## src/core/lpcfg_defines.svh

```systemverilog
// Constants for the configuration-load link: command codes, field positions,
// reset values and timing counts. Assumes a 20 MHz sys_clk on both ends.
//
// What this block does
// - Load with both bank selects low: standard config
// - Standard config kept until reload or deep sleep
// - Config load never touches memory array contents
// - Controller loads only when idle, no burst running
// - Controller waits load gap after each load
// - Burst lengths 2, 4, 8, 16, both orders
// - Burst wraps inside aligned block of length
// - Low column bits give first location in block
// - Burst length applies to reads and writes
// - Setting selects sequential or interleaved order
// - Offset: (start+k) mod len, or start xor k
// - Read latency configurable to 2 or 3
// - First read data after edge n+1 or n+2
// - Normal mode needs zero address bits 7 upward
// - Controller avoids reserved upper bits; mode settings pass unchecked
// - Load with bank select high only: extended config
// - Extended config kept until reload or deep sleep
// - Extended config holds strength, temp and partial fields
// - Temperature refresh field writes are ignored
// - Partial select limits self refresh region
// - Strength setting: full, three-quarter, one-half
`ifndef LPCFG_DEFINES_SVH
`define LPCFG_DEFINES_SVH

// ****************************************
// Command codes {csN, rasN, casN, weN}
// ****************************************
`define LPCFG_CMD_NOP 4'h7
`define LPCFG_CMD_LOAD 4'h0
`define LPCFG_CMD_READ 4'h5
`define LPCFG_CMD_WRITE 4'h4

// ****************************************
// Configuration fields
// ****************************************
`define LPCFG_LEN_LSB 0
`define LPCFG_BT_BIT 3
`define LPCFG_RL_LSB 4
`define LPCFG_PARTIAL_LSB 0
`define LPCFG_TEMP_FIELD_LSB 3
`define LPCFG_STRENGTH_LSB 5
`define LPCFG_LEN_2 3'h1
`define LPCFG_LEN_4 3'h2
`define LPCFG_LEN_8 3'h3
`define LPCFG_LEN_16 3'h4
`define LPCFG_RL_2 3'h2
`define LPCFG_RL_3 3'h3
`define LPCFG_MODE_RESET 7'h32
`define LPCFG_EXT_RESET 8'h00
`define LPCFG_TEMP_FIELD_MASK 8'h18

// ****************************************
// Timing
// ****************************************
`define LPCFG_CLK_NS 50
`define LPCFG_LOAD_GAP_NS 15
`define LPCFG_LOAD_GAP_CYC \
  (((`LPCFG_LOAD_GAP_NS + `LPCFG_CLK_NS - 1) / `LPCFG_CLK_NS) < 1 ? 1 : \
  ((`LPCFG_LOAD_GAP_NS + `LPCFG_CLK_NS - 1) / `LPCFG_CLK_NS))

// ****************************************
// Controller register offsets
// ****************************************
`define LPCFG_REG_MODE 4'h0
`define LPCFG_REG_EXT 4'h4
`define LPCFG_REG_ACCESS 4'h8
`define LPCFG_REG_STATUS 4'hC

`endif

```

## src/core/lpcfg_pkg.sv

```systemverilog
// Types shared by both ends of the configuration-load link.
// Assumes lpcfg_defines.svh supplies the numeric constants.
package lpcfg_pkg;
  typedef enum logic [1:0] {
    LPCFG_IDLE = 2'h0,
    LPCFG_ISSUE = 2'h1,
    LPCFG_WAIT = 2'h3
  } lpcfg_state_type;
endpackage

```

## src/core/lpcfg_link_if.sv

```systemverilog
// Command bus between memory controller and device, one modport per end.
// Assumes both ends share sys_clk; commands are taken on its rising edge.
`timescale 1ns/100ps
interface lpcfg_link_if;
  logic csN;
  logic rasN;
  logic casN;
  logic weN;
  logic bankSelLo;
  logic bankSelHi;
  logic [13:0] addr;
  logic deepSleep;
  modport ctrl (output csN, rasN, casN, weN, bankSelLo, bankSelHi, addr, deepSleep);
  modport dev (input csN, rasN, casN, weN, bankSelLo, bankSelHi, addr, deepSleep);
endinterface

```

## src/core/lpcfg_device.sv

```systemverilog
// Device end: configuration registers, burst column ordering, read latency.
// Assumes the controller drives the command bus on the same sys_clk.
//
// Decided for this implementation: the Wishbone interface to the registers and the register offsets.
`timescale 1ns/100ps
`include "lpcfg_defines.svh"
module lpcfg_device (
  input wire logic sys_clk,
  input wire logic reset,
  lpcfg_link_if.dev link,
  output logic [2:0] burstLen,
  output logic burstInterleaved,
  output logic [2:0] readLatency,
  output logic [2:0] outputStrength,
  output logic [2:0] partialRefreshSelect,
  output logic accValid,
  output logic accWrite,
  output logic [9:0] accCol,
  output logic rdValid,
  output logic [9:0] rdCol
);
  import lpcfg_pkg::*;

  // ****************************************
  // Command decode
  // ****************************************
  logic [6:0] mode_q;
  logic [7:0] ext_q;
  logic [3:0] cmd;
  logic isLoad;
  logic loadStd;
  logic loadExt;
  logic isAccess;
  assign cmd = {link.csN, link.rasN, link.casN, link.weN};
  assign isLoad = (cmd == `LPCFG_CMD_LOAD);
  assign loadStd = isLoad && !link.bankSelLo && !link.bankSelHi
    && (link.addr[13:7] == 7'h00);
  assign loadExt = isLoad && !link.bankSelLo && link.bankSelHi;
  assign isAccess = (cmd == `LPCFG_CMD_READ) || (cmd == `LPCFG_CMD_WRITE);

  // ****************************************
  // Configuration registers
  // ****************************************
  // Loads only touch these flops, never the array side
  always_ff @(posedge sys_clk) begin
    if (reset || link.deepSleep) begin
      mode_q <= `LPCFG_MODE_RESET;
      ext_q <= `LPCFG_EXT_RESET;
    end else begin
      if (loadStd) begin
        mode_q <= link.addr[6:0];
      end
      if (loadExt) begin
        ext_q <= link.addr[7:0] & ~`LPCFG_TEMP_FIELD_MASK;
      end
    end
  end

  assign burstLen = mode_q[`LPCFG_LEN_LSB +: 3];
  assign burstInterleaved = mode_q[`LPCFG_BT_BIT];
  assign readLatency = mode_q[`LPCFG_RL_LSB +: 3];
  assign outputStrength = ext_q[`LPCFG_STRENGTH_LSB +: 3];
  assign partialRefreshSelect = ext_q[`LPCFG_PARTIAL_LSB +: 3];

  // ****************************************
  // Burst column generator
  // ****************************************
  logic [9:0] start_q;
  logic [3:0] k_q;
  logic [4:0] left_q;
  logic write_q;
  logic [3:0] mask;
  logic [4:0] lenCount;
  logic [3:0] offset;
  logic [9:0] colNow;
  logic busy;
  // Unused length codes fall back to two
  assign mask = (burstLen == `LPCFG_LEN_16) ? 4'hF :
    (burstLen == `LPCFG_LEN_8) ? 4'h7 :
    (burstLen == `LPCFG_LEN_4) ? 4'h3 : 4'h1;
  assign lenCount = {1'b0, mask} + 5'h01;
  assign offset = burstInterleaved ? ((start_q[3:0] ^ k_q) & mask)
    : ((start_q[3:0] + k_q) & mask);
  assign colNow = {start_q[9:4], (start_q[3:0] & ~mask) | offset};
  assign busy = (left_q != 5'h00);

  // A new access cuts the running burst short
  always_ff @(posedge sys_clk) begin
    if (reset) begin
      start_q <= 10'h000;
      k_q <= 4'h0;
      left_q <= 5'h00;
      write_q <= 1'b0;
    end else if (isAccess) begin
      start_q <= link.addr[9:0];
      k_q <= 4'h0;
      left_q <= lenCount;
      write_q <= !link.weN ? 1'b1 : 1'b0;
    end else if (busy) begin
      k_q <= k_q + 4'h1;
      left_q <= left_q - 5'h01;
    end
  end

  // ****************************************
  // Access and read-latency outputs
  // ****************************************
  logic accValid_q;
  logic accWrite_q;
  logic [9:0] accCol_q;
  logic rd1Valid_q;
  logic [9:0] rd1Col_q;
  logic rdValid_q;
  logic [9:0] rdCol_q;
  logic rdNow;
  logic latThree;
  assign rdNow = busy && !write_q;
  assign latThree = (readLatency == `LPCFG_RL_3);

  always_ff @(posedge sys_clk) begin
    if (reset) begin
      accValid_q <= 1'b0;
      accWrite_q <= 1'b0;
      accCol_q <= 10'h000;
      rd1Valid_q <= 1'b0;
      rd1Col_q <= 10'h000;
      rdValid_q <= 1'b0;
      rdCol_q <= 10'h000;
    end else begin
      accValid_q <= busy;
      accWrite_q <= busy && write_q;
      accCol_q <= colNow;
      rd1Valid_q <= rdNow;
      rd1Col_q <= colNow;
      rdValid_q <= latThree ? rd1Valid_q : rdNow;
      rdCol_q <= latThree ? rd1Col_q : colNow;
    end
  end

  assign accValid = accValid_q;
  assign accWrite = accWrite_q;
  assign accCol = accCol_q;
  assign rdValid = rdValid_q;
  assign rdCol = rdCol_q;
endmodule

```

## src/flat_wrapper.sv

```systemverilog
// flat-port wrapper written by rule: the top's interface ports become plain ports
module lpcfg_device_flat import lpcfg_pkg::*;
  (sys_clk, reset, burstLen, burstInterleaved, readLatency, outputStrength, partialRefreshSelect, accValid, accWrite, accCol, rdValid, rdCol, link_csN, link_rasN, link_casN, link_weN, link_bankSelLo, link_bankSelHi, link_addr, link_deepSleep);
  lpcfg_link_if link_i ();
  input wire logic sys_clk;
  input wire logic reset;
  output logic [2:0] burstLen;
  output logic burstInterleaved;
  output logic [2:0] readLatency;
  output logic [2:0] outputStrength;
  output logic [2:0] partialRefreshSelect;
  output logic accValid;
  output logic accWrite;
  output logic [9:0] accCol;
  output logic rdValid;
  output logic [9:0] rdCol;
  input wire logic [$bits(link_i.csN)-1:0] link_csN;
  input wire logic [$bits(link_i.rasN)-1:0] link_rasN;
  input wire logic [$bits(link_i.casN)-1:0] link_casN;
  input wire logic [$bits(link_i.weN)-1:0] link_weN;
  input wire logic [$bits(link_i.bankSelLo)-1:0] link_bankSelLo;
  input wire logic [$bits(link_i.bankSelHi)-1:0] link_bankSelHi;
  input wire logic [$bits(link_i.addr)-1:0] link_addr;
  input wire logic [$bits(link_i.deepSleep)-1:0] link_deepSleep;
  assign link_i.csN = link_csN;
  assign link_i.rasN = link_rasN;
  assign link_i.casN = link_casN;
  assign link_i.weN = link_weN;
  assign link_i.bankSelLo = link_bankSelLo;
  assign link_i.bankSelHi = link_bankSelHi;
  assign link_i.addr = link_addr;
  assign link_i.deepSleep = link_deepSleep;
  lpcfg_device u_core (.sys_clk(sys_clk), .reset(reset), .link(link_i), .burstLen(burstLen), .burstInterleaved(burstInterleaved), .readLatency(readLatency), .outputStrength(outputStrength), .partialRefreshSelect(partialRefreshSelect), .accValid(accValid), .accWrite(accWrite), .accCol(accCol), .rdValid(rdValid), .rdCol(rdCol));
endmodule
```

## config.mk

```make
export PLATFORM = sky130hd
export DESIGN_NAME = lpcfg_device_flat
export DESIGN_NICKNAME = d
export VERILOG_FILES = /design/src/core/lpcfg_pkg.sv /design/src/core/lpcfg_link_if.sv /design/src/core/lpcfg_device.sv /design/src/flat_wrapper.sv
export VERILOG_INCLUDE_DIRS = /design/src /design/src/core
export SDC_FILE = /design/constraint.sdc
export NUM_CORES = 1
export LEC_CHECK = 0
export ABC_AREA = 1
export BUFFER_PORTS_ARGS = -buffer_cell sky130_fd_sc_hd__buf_2
export CORE_UTILIZATION = 46
export DETAILED_ROUTE_END_ITERATION = 10
export HOLD_SLACK_MARGIN = 0.08
export PLACE_DENSITY = 0.82
export SYNTH_ARGS = -nofsm -noshare
export SYNTH_HDL_FRONTEND = slang
export SYNTH_SLANG_ARGS = --single-unit
export TNS_END_PERCENT = 100
```

## constraint.sdc

```tcl
create_clock -name sys_clk -period 1.6 [get_ports sys_clk]
set_input_delay 0.24 -clock sys_clk [delete_from_list [all_inputs] [get_ports sys_clk]]
set_output_delay 0.24 -clock sys_clk [all_outputs]
set_load 0.005 [all_outputs]
```

==> results.json, run 1 <==
{
  "min_period_over_period": 0.972,
  "vias_per_cell": 5.04,
  "ys_ff_latch": 57,
  "yosysMostFrequentCell": "dfxtp_1",
  "vias": 2057,
  "hold_viol_final": 0,
  "die_y_microns": 71.3,
  "diodes": 0,
  "route.detailed.drc": 5,
  "gr-usage-all-layers": 0.211,
  "final_design_area_no_fill_sq_um": 2830,
  "setup_viol": 0,
  "tightest_slew_ns": 0.561,
  "finalNonFillerCells": 408,
  "fp.coreArea_sq_um": 4470,
  "hp-class": "input pin to flop",
  "cp-start-kind": "flop",
  "htreeDepth": 3,
  "synth-xor-area-share": 0.0119,
  "globalplace.congestion": 0.867,
  "hpwl_mm": 3.61,
  "clockBufferDepth": 2,
  "cts_root_buf": "clkbuf_8",
  "synth-compound-area-share": 0.146,
  "grt_pass1_wl_mm": 8.20,
  "syn_area_sq_um": 2210,
  "final_nets": 380,
  "muxShareOfSynthArea": 0,
  "rows": 24,
  "postRouteAntennaNets": 0,
  "drive_above_1_share": 0.256,
  "synthArstFlopShare": 0,
  "areaGrowthSynthToFinish_pct": 28.0,
  "syn-num-nets": 310,
  "synth_ff_type": "dfxtp_1",
  "grt_max_degree": 22,
  "ioPinCount": 59,
  "dieArea_sq_um": 5080,
  "powerDensity_nw_per_um2": 1360,
  "rsz0062_at_grt": "true",
  "synth_top_area_cell": "dfxtp_1",
  "endpoint_kind": "flop",
  "synthAdderAreaFrac": 0.0374,
  "period_needed_ns": 1.55,
  "drt_wl_total_mm": 4.88,
  "slew_headroom": 0.625,
  "yosys-top-cells-count": "57 x dfxtp_1, 39 x nand2_1, 38 x nor2_1, 34 x a21oi_1, 34 x inv_1",
  "violations": "design-rule violations",
  "antenna_found_initial": 0,
  "synth-simple-area-share": 0.215,
  "placedCellCount": 391,
  "p_leak_uw": 0.00139,
  "port_buffers": 58,
  "avgSynthCellArea_sq_um": 7.86,
  "overflow": 0,
  "yosysWarnings": 0,
  "slew_viol_final": 0,
  "yosysTopAreaCellShare": 0.516,
  "synth.distinct_cells": 22,
  "nFillCells": 382,
  "path_class": "flop to flop",
  "max_cap_viol_count": 0,
  "finClkSkew_ns": 0.00801,
  "ys_seq_area_frac": 0.516,
  "vdd_ir_drop_max_mv": 0.496,
  "clkLatencyLatePin_ns": 0.33,
  "cts_inserted_buffers": 9,
  "cp_max_fo": 2,
  "drtIter0Drc": 114,
  "clk_pin_slew_ns": 0.06,
  "place_area_sq_um": 2590,
  "firstDrtPassIters": 7,
  "die_x_microns": 71.3,
  "grt_pass1_vias": 1847,
  "cp.required_ns": 1.82,
  "max_freq_mhz": 643,
  "status": "finished, violations left",
  "synth_top_family_by_area": "simple AND/OR/NAND/NOR gates",
  "critical_path_arrival_ns": 1.78,
  "synth_area_leaders": "dfxtp_1 52%, a21oi_1 7.7%, nand2_1 6.6%",
  "netlist_instances": 281,
  "wl_per_cell_microns": 12.0,
  "cts_tree": "done",
  "initial_core_util": 0.494,
  "cts_num_sinks": 57,
  "synth_enable_flop_cells": 0
}
report_power, final:
group	internal (uW)	leakage, uW	total, uW	switching [uW]
clock network	845	0.000107	1370	527
registers	1570	0.000465	1650	86.7
logic	371	0.000818	815	444
total	2780	0.00139	3840	1060
kinds of logic after synthesis:
group | Yosys count
compound gates | 63
xor+xnor | 3
fa+ha+maj | 6
buf+inv | 43
flops | 57
simple gates | 109
stage by stage:
stage	util	hold slack [ns]	setup slack, ns	total power (uW)	TNS, ns
after floorplan	-	0.375	0.0300	2160	0
after global placement	0.580	0.444	0.0111	2420	0
after detailed placement	0.580	0.449	-0.0779	2460	-0.0779
after CTS	0.629	0.168	0.0100	3830	0
after global routing	0.632	0.181	-0.0398	4050	-0.0398
final	0.632	0.174	0.0450	3840	0
sequential cells by signal, indices dropped and copies added (netlist names):
| name | count |
|---|---|
| u_core.accCol | 10 |
| u_core.rdCol | 10 |
| u_core.start_q | 10 |
| u_core.mode_q | 7 |
| u_core.ext_q | 6 |
| u_core.left_q | 5 |
| u_core.k_q | 4 |
| u_core.accValid | 1 |
| u_core.accWrite | 1 |
| u_core.rd1Valid_q | 1 |
| u_core.rdValid | 1 |
| u_core.write_q | 1 |
path summary, 6_finish.rpt:
path,slack (ns),startpoint,to,depth (start not counted)
worst max-delay path,0.05,u_core.start_q[0]$_SDFFE_PP0P_,u_core.rdCol[1]$_SDFF_PP0_,10
worst min-delay path,0.17,link_addr[7],u_core.ext_q[7]$_SDFFE_PP0P_,3
worst max register to register,0.05,u_core.start_q[0]$_SDFFE_PP0P_,u_core.rdCol[1]$_SDFF_PP0_,10
worst min register to register,0.46,u_core.start_q[9]$_SDFFE_PP0P_,u_core.accCol[9]$_SDFF_PP0_,2
layout by cell type, fill, tap and decap left out, types with 2 or more instances in the layout:
master / instances
ha_1: 4
buf_4: 9
dfxtp_1: 55
inv_1: 33
buf_2: 58
a211oi_1: 2
nor3_1: 4
or2_2: 3
xor2_1: 3
o21ai_0: 24
nand4_1: 2
nor2_1: 38
nand3_1: 20
clkbuf_1: 2
clkbuf_8: 12
nand2_1: 39
dfxtp_2: 2
a21oi_1: 34
worst max-delay path: stages, from the launching register on:
cell	delay (ns)
dfxtp_2	0.34
ha_4	0.16
fa_1	0.43
nand2_1	0.07
nand2_1	0.04
nand2_1	0.07
o21ai_2	0.05
inv_1	0.07
nand2_1	0.06
o211ai_1	0.10
inv_1	0.07
timing repair:
action / 4_1_cts / 5_1_grt
hold buffers: 0 / 0
setup endpoints to repair: 2 / 3
pin swaps: 2 / 1
gates resized for setup: 3 / 5
hold endpoints to repair: 0 / 0
buffers inserted: 0 / 1
metal layers:
metal | share of wire | global-route usage | vias to the layer above
li1 | - | - | 1054
met5 | 0 | 0 | -
met3 | 0.074 | 0.0759 | 9
met1 | 0.45 | 0.255 | 922
met4 | 0.018 | 0.100 | 0
met2 | 0.45 | 0.334 | 72
final cells by class:
type	count	area, sq um	area share
sequential	57	1140	0.404
clock inverter	2	35.0	0.0124
clock buffer	14	173	0.0611
multi-input combinational	181	922	0.326
tap	52	65.1	0.0230
inverter	35	131	0.0465
timing repair buffer	67	358	0.127
Note: power is estimated with default switching activity, not from simulation.
==> run 2, diff against run 1 <==
ABC_AREA = 0   (was 1)
==> run 2 against run 1 <==
The run ends with negative setup slack left. Power increased by 6.7%. Global-route usage up 2.2 points. Flip-flop and latch count stayed put.
==> results.json, run 2 <==
{
  "ioPinCount": 59,
  "cp-start-kind": "flop",
  "cts_tree": "done",
  "antenna_found_initial": 0,
  "slew_viol_final": 0,
  "final_nets": 351,
  "finClkSkew_ns": 0.00961,
  "timing.hold.ws_ns": 0.122,
  "grt_pass1_vias": 1880,
  "dieArea_sq_um": 5110,
  "die_x_microns": 71.5,
  "yosysMostFrequentCell": "dfxtp_1",
  "drt_wl_total_mm": 5.59,
  "powerDensity_nw_per_um2": 1350,
  "slowest_stage": "or4b_4",
  "synthArstFlopShare": 0,
  "cpLargestDelayFamily": "simple AND/OR/NAND/NOR gates",
  "violations": "negative setup slack",
  "cp.required_ns": 1.86,
  "fp.coreArea_sq_um": 4500,
  "areaGrowthSynthToFinish_pct": 36.8,
  "grt_pass1_wl_mm": 8.77,
  "wl_per_cell_microns": 14.8,
  "cts_num_sinks": 57,
  "htreeDepth": 3,
  "firstDrtPassIters": 4,
  "max_cap_viol_count": 0,
  "endpoint_kind": "flop",
  "path_class": "flop to flop",
  "vdd_ir_drop_max_mv": 0.809,
  "netlist_instances": 239,
  "avgSynthCellArea_sq_um": 9.30,
  "port_buffers": 58,
  "synth.distinct_cells": 39,
  "rsz0062_at_grt": "true",
  "clk_pin_slew_ns": 0.07,
  "route.detailed.drc": 0,
  "preCtsSetupSlack_ns": -0.136,
  "overflow": 0,
  "postRouteAntennaNets": 0,
  "cts_inserted_buffers": 9,
  "cp_max_fo": 2,
  "hold_viol_final": 0,
  "initial_core_util": 0.493,
  "synth_top_area_cell": "dfxtp_1",
  "grt_max_degree": 20,
  "hpwl_mm": 3.80,
  "setup_viol": 4,
  "ys_seq_area_frac": 0.514,
  "cp_num_buf_inv": 0,
  "layout_common_cells": "58 x buf_2, 51 x dfxtp_1, 40 x nand2_1",
  "yosys-top-cells-count": "57 x dfxtp_1, 40 x nand2_1, 28 x nor2_1, 22 x a21oi_1, 15 x mux2i_1",
  "critPathMaxStageDelay_ns": 0.53,
  "critical_path_arrival_ns": 2.00,
  "cts_root_buf": "clkbuf_8",
  "gr-usage-all-layers": 0.233,
  "ys_ff_latch": 57,
  "synth_area_leaders": "dfxtp_1 51%, mux2i_1 6.8%, nand2_1 6.8%",
  "slew_headroom": 0.658,
  "final_common_cell": "buf_2",
  "die_y_microns": 71.5,
  "synth_ff_type": "dfxtp_1",
  "yosysWarnings": 0,
  "syn_area_sq_um": 2220,
  "diodes": 0,
  "vias": 2003,
  "clockBufferDepth": 2,
  "globalplace.congestion": 0.832,
  "max_freq_mhz": 575,
  "syn-num-nets": 268,
  "hp-class": "input pin to flop",
  "setup_slack_ns": -0.140,
  "rows": 24,
  "clkLatencyLatePin_ns": 0.34,
  "drtIter0Drc": 104,
  "min_period_over_period": 1.09,
  "path_cells": "ha_4 -> a211oi_4 -> or4b_4 -> a21o_1 -> a311oi_2",
  "vias_per_cell": 5.28,
  "drive_above_1_share": 0.364,
  "synth_enable_flop_cells": 0,
  "tightest_slew_ns": 0.513,
  "status": "finished, violations left",
  "yosysTopAreaCellShare": 0.514,
  "p_leak_uw": 0.00141,
  "period_needed_ns": 1.74
}
==> run 2: changes by cell type after synthesis, sizes merged, moves of 4 or more <==
cell and change:
a21oi -12, clkbuf +7, inv -32, mux2i +15
nand2b +4, nand3 -19, nand3b +4, nor2 -10
nor2b +8, o21ai -26
==> run 2: final cells by class <==
type / count / area, sq um
Tap cell: 52 / 65.1
Fill cell: 355 / 1470
Inverter: 2 / 7.51
Clock inverter: 5 / 77.6
Multi-Input combinational cell: 168 / 1100
Clock buffer: 11 / 151
Timing Repair Buffer: 84 / 488
Sequential cell: 57 / 1150
==> run 2: worst paths after layout <==
check	from	to	slack [ns]	depth (start not counted)
setup / recovery	u_core.k_q[1]$_SDFFE_PP0P_	u_core.rdCol[3]$_SDFF_PP0_	-0.14	5
hold / removal	link_deepSleep	u_core.mode_q[5]$_SDFFE_PP1P_	0.12	3
setup reg to reg	u_core.k_q[1]$_SDFFE_PP0P_	u_core.rdCol[3]$_SDFF_PP0_	-0.14	5
hold reg to reg	u_core.accCol[9]$_SDFF_PP0_	u_core.rdCol[9]$_SDFF_PP0_	0.46	2
==> run 2: report_power, final <==
group          total (uW)  leakage [uW]  switching [uW]  internal, uW
sequential           1640      0.000466            80.2          1560
clock                1520      0.000115             566           955
combinational         938      0.000830             450           488
==> run 2: timing repair <==
action,in CTS,in global routing
resized for setup,5,7
endpoints found under the setup margin,8,6
hold buffers,0,1
pin swaps,4,7
endpoints found under the hold margin,0,1
setup buffers,1,0
==> run 2: metal layers <==
layer	part of all wire	wire [microns]	vias up	global-route usage
met2	0.51	2870	70	0.399
met5	0	0	-	0
met3	0.053	299	14	0.0759
met4	0.024	133	0	0.111
met1	0.41	2290	937	0.263
li1	-	-	982	-
==> run 2: logic make-up after synthesis <==
group	share of synthesized area
AOI/OAI and AO/OA	0.0969
xor gates and xnor gates	0.0197
adders and majority gates	0.0372
buffers and inverters	0.0236
DFF	0.514
muxes	0.0726
and+or+nand+nor	0.236
==> run 2: per-stage QoR <==
stage	utilization	TNS (ns)	instance area (sq um)	cells	power [uW]
global route	0.675	-0.361	3040	379	4270
detailed placement	0.608	-0.216	2740	361	2490
floorplan	-	-0.0705	2250	239	2150
CTS	0.666	-0.186	3000	378	4060
global placement	0.608	-0.0912	2740	361	2460
finish	0.675	-0.229	3040	379	4100
==> run 2: worst min-delay path: cells and delay by family <==
family                 cells  cell delay [ns]
buffers and inverters      1             0.08
AND/OR/NAND/NOR            2             0.11
==> run 3, diff against run 2 <==
RECOVER_POWER = 25   (was default)
SKIP_LAST_GASP = 1   (was default)
==> run 3 against run 2 <==
The run still ends with negative setup slack left. Via count down 1.1%. Die area stayed put. Maximum frequency is essentially flat. Final cell count unchanged. Register-to-register slack about the same. First-iteration DRC count increased by 4.8%. Non-clock buffer count unchanged. Critical path depth unchanged. Highest routed layer unchanged.
==> results.json, run 3 (synthesis gave the netlist of run 2 again) <==
{
  "status": "finished, violations left",
  "violations": "negative setup slack",
  "setup_slack_ns": -0.140,
  "postRouteAntennaNets": 0,
  "die_y_microns": 71.5,
  "dieArea_sq_um": 5110,
  "vdd_ir_drop_max_mv": 0.809,
  "p_leak_uw": 0.00139,
  "period_needed_ns": 1.74,
  "max_cap_viol_count": 0,
  "die_x_microns": 71.5,
  "final_nets": 351,
  "hold_viol_final": 0,
  "path_class": "flop to flop",
  "setup_viol": 5,
  "grt_pass1_wl_mm": 8.77,
  "final_util": 0.671,
  "powerDensity_nw_per_um2": 1350,
  "clockBufferDepth": 2,
  "rows": 24,
  "ioPinCount": 59,
  "cp.required_ns": 1.86,
  "reg2reg_slack_ns": -0.14,
  "tightest_slew_ns": 0.748,
  "port_buffers": 58,
  "p_total_uw": 4090,
  "initial_core_util": 0.493,
  "timing.setup.tns_ns": -0.246,
  "cts_tree": "done",
  "cts_num_sinks": 57,
  "rsz0062_at_grt": "true",
  "wl_per_cell_microns": 14.8,
  "drtIter0Drc": 109,
  "final_design_area_no_fill_sq_um": 3020,
  "gr-usage-all-layers": 0.233,
  "vias_per_cell": 5.22,
  "grt_max_degree": 20,
  "min_period_over_period": 1.09,
  "hp-class": "input pin to flop",
  "slew_headroom": 0.502,
  "place_area_sq_um": 2740,
  "slew_viol_final": 0,
  "drt_wl_total_mm": 5.61,
  "cp_max_fo": 2,
  "areaGrowthSynthToFinish_pct": 36.1,
  "endpoint_kind": "flop",
  "antenna_found_initial": 0,
  "cts_inserted_buffers": 9,
  "vias": 1980,
  "clk_pin_slew_ns": 0.07,
  "finalNonFillerCells": 379,
  "clkLatencyLatePin_ns": 0.34,
  "diodes": 0,
  "cp-start-kind": "flop",
  "overflow": 0,
  "placedCellCount": 361,
  "firstDrtPassIters": 5,
  "fp.coreArea_sq_um": 4500,
  "grt_pass1_vias": 1880,
  "layout_common_cells": "55 x buf_2, 51 x dfxtp_1, 40 x nand2_1",
  "critical_path_arrival_ns": 2.00,
  "globalplace.congestion": 0.832,
  "cts_root_buf": "clkbuf_8",
  "drive_above_1_share": 0.346,
  "htreeDepth": 3,
  "finClkSkew_ns": 0.00922,
  "route.detailed.drc": 0,
  "max_freq_mhz": 575,
  "hpwl_mm": 3.80,
  "final_common_cell": "buf_2"
}
run 3: final cells by class:
type	count	area, sq um
clock buffer	11	151
clock inverter	5	77.6
fill	360	1480
inverter	2	7.51
multi-input combinational	168	1100
sequential	57	1150
tap	52	65.1
timing repair buffer	84	473
run 3: what timing repair did:
item	CTS	global route
resized for setup	5	7
setup buffers	1	0
hold endpoints to repair	0	1
setup endpoints to repair	8	6
pin swaps	4	7
hold buffers	0	1
run 3: critical path, cell delays in order (launching register included):
cell	delay [ns]
dfxtp_4	0.35
ha_4	0.28
a211oi_4	0.06
or4b_4	0.53
a21o_1	0.22
a311oi_2	0.22
run 3: where the power goes:
part	internal, uW	switching (uW)	total [uW]	leakage [uW]
sequential	1560	81.1	1640	0.000466
combinational	483	446	929	0.000807
clock	955	565	1520	0.000115
total	3000	1090	4090	0.00139
run 3: worst paths after layout:
kind | start | depth (start not counted) | to
setup / recovery | u_core.k_q[1]$_SDFFE_PP0P_ | 5 | u_core.rdCol[3]$_SDFF_PP0_
hold / removal | link_deepSleep | 3 | u_core.mode_q[5]$_SDFFE_PP1P_
setup reg to reg | u_core.k_q[1]$_SDFFE_PP0P_ | 5 | u_core.rdCol[3]$_SDFF_PP0_
hold reg to reg | u_core.accCol[5]$_SDFF_PP0_ | 2 | u_core.rdCol[5]$_SDFF_PP0_
run 3: metrics by stage:
step,setup slack [ns],hold slack (ns)
floorplan,-0.0705,0.336
global placement,-0.0770,0.439
detailed placement,-0.136,0.443
CTS,-0.127,0.0844
global route,-0.176,0.143
finish,-0.140,0.121
run 3: routing by layer:
| metal | global-route usage | vias to the layer above | routed length [microns] |
|---|---|---|---|
| met1 | 0.263 | 922 | 2280 |
| met5 | 0 | - | 0 |
| met2 | 0.399 | 66 | 2920 |
| li1 | - | 982 | - |
| met3 | 0.0759 | 10 | 334 |
| met4 | 0.111 | 0 | 80 |
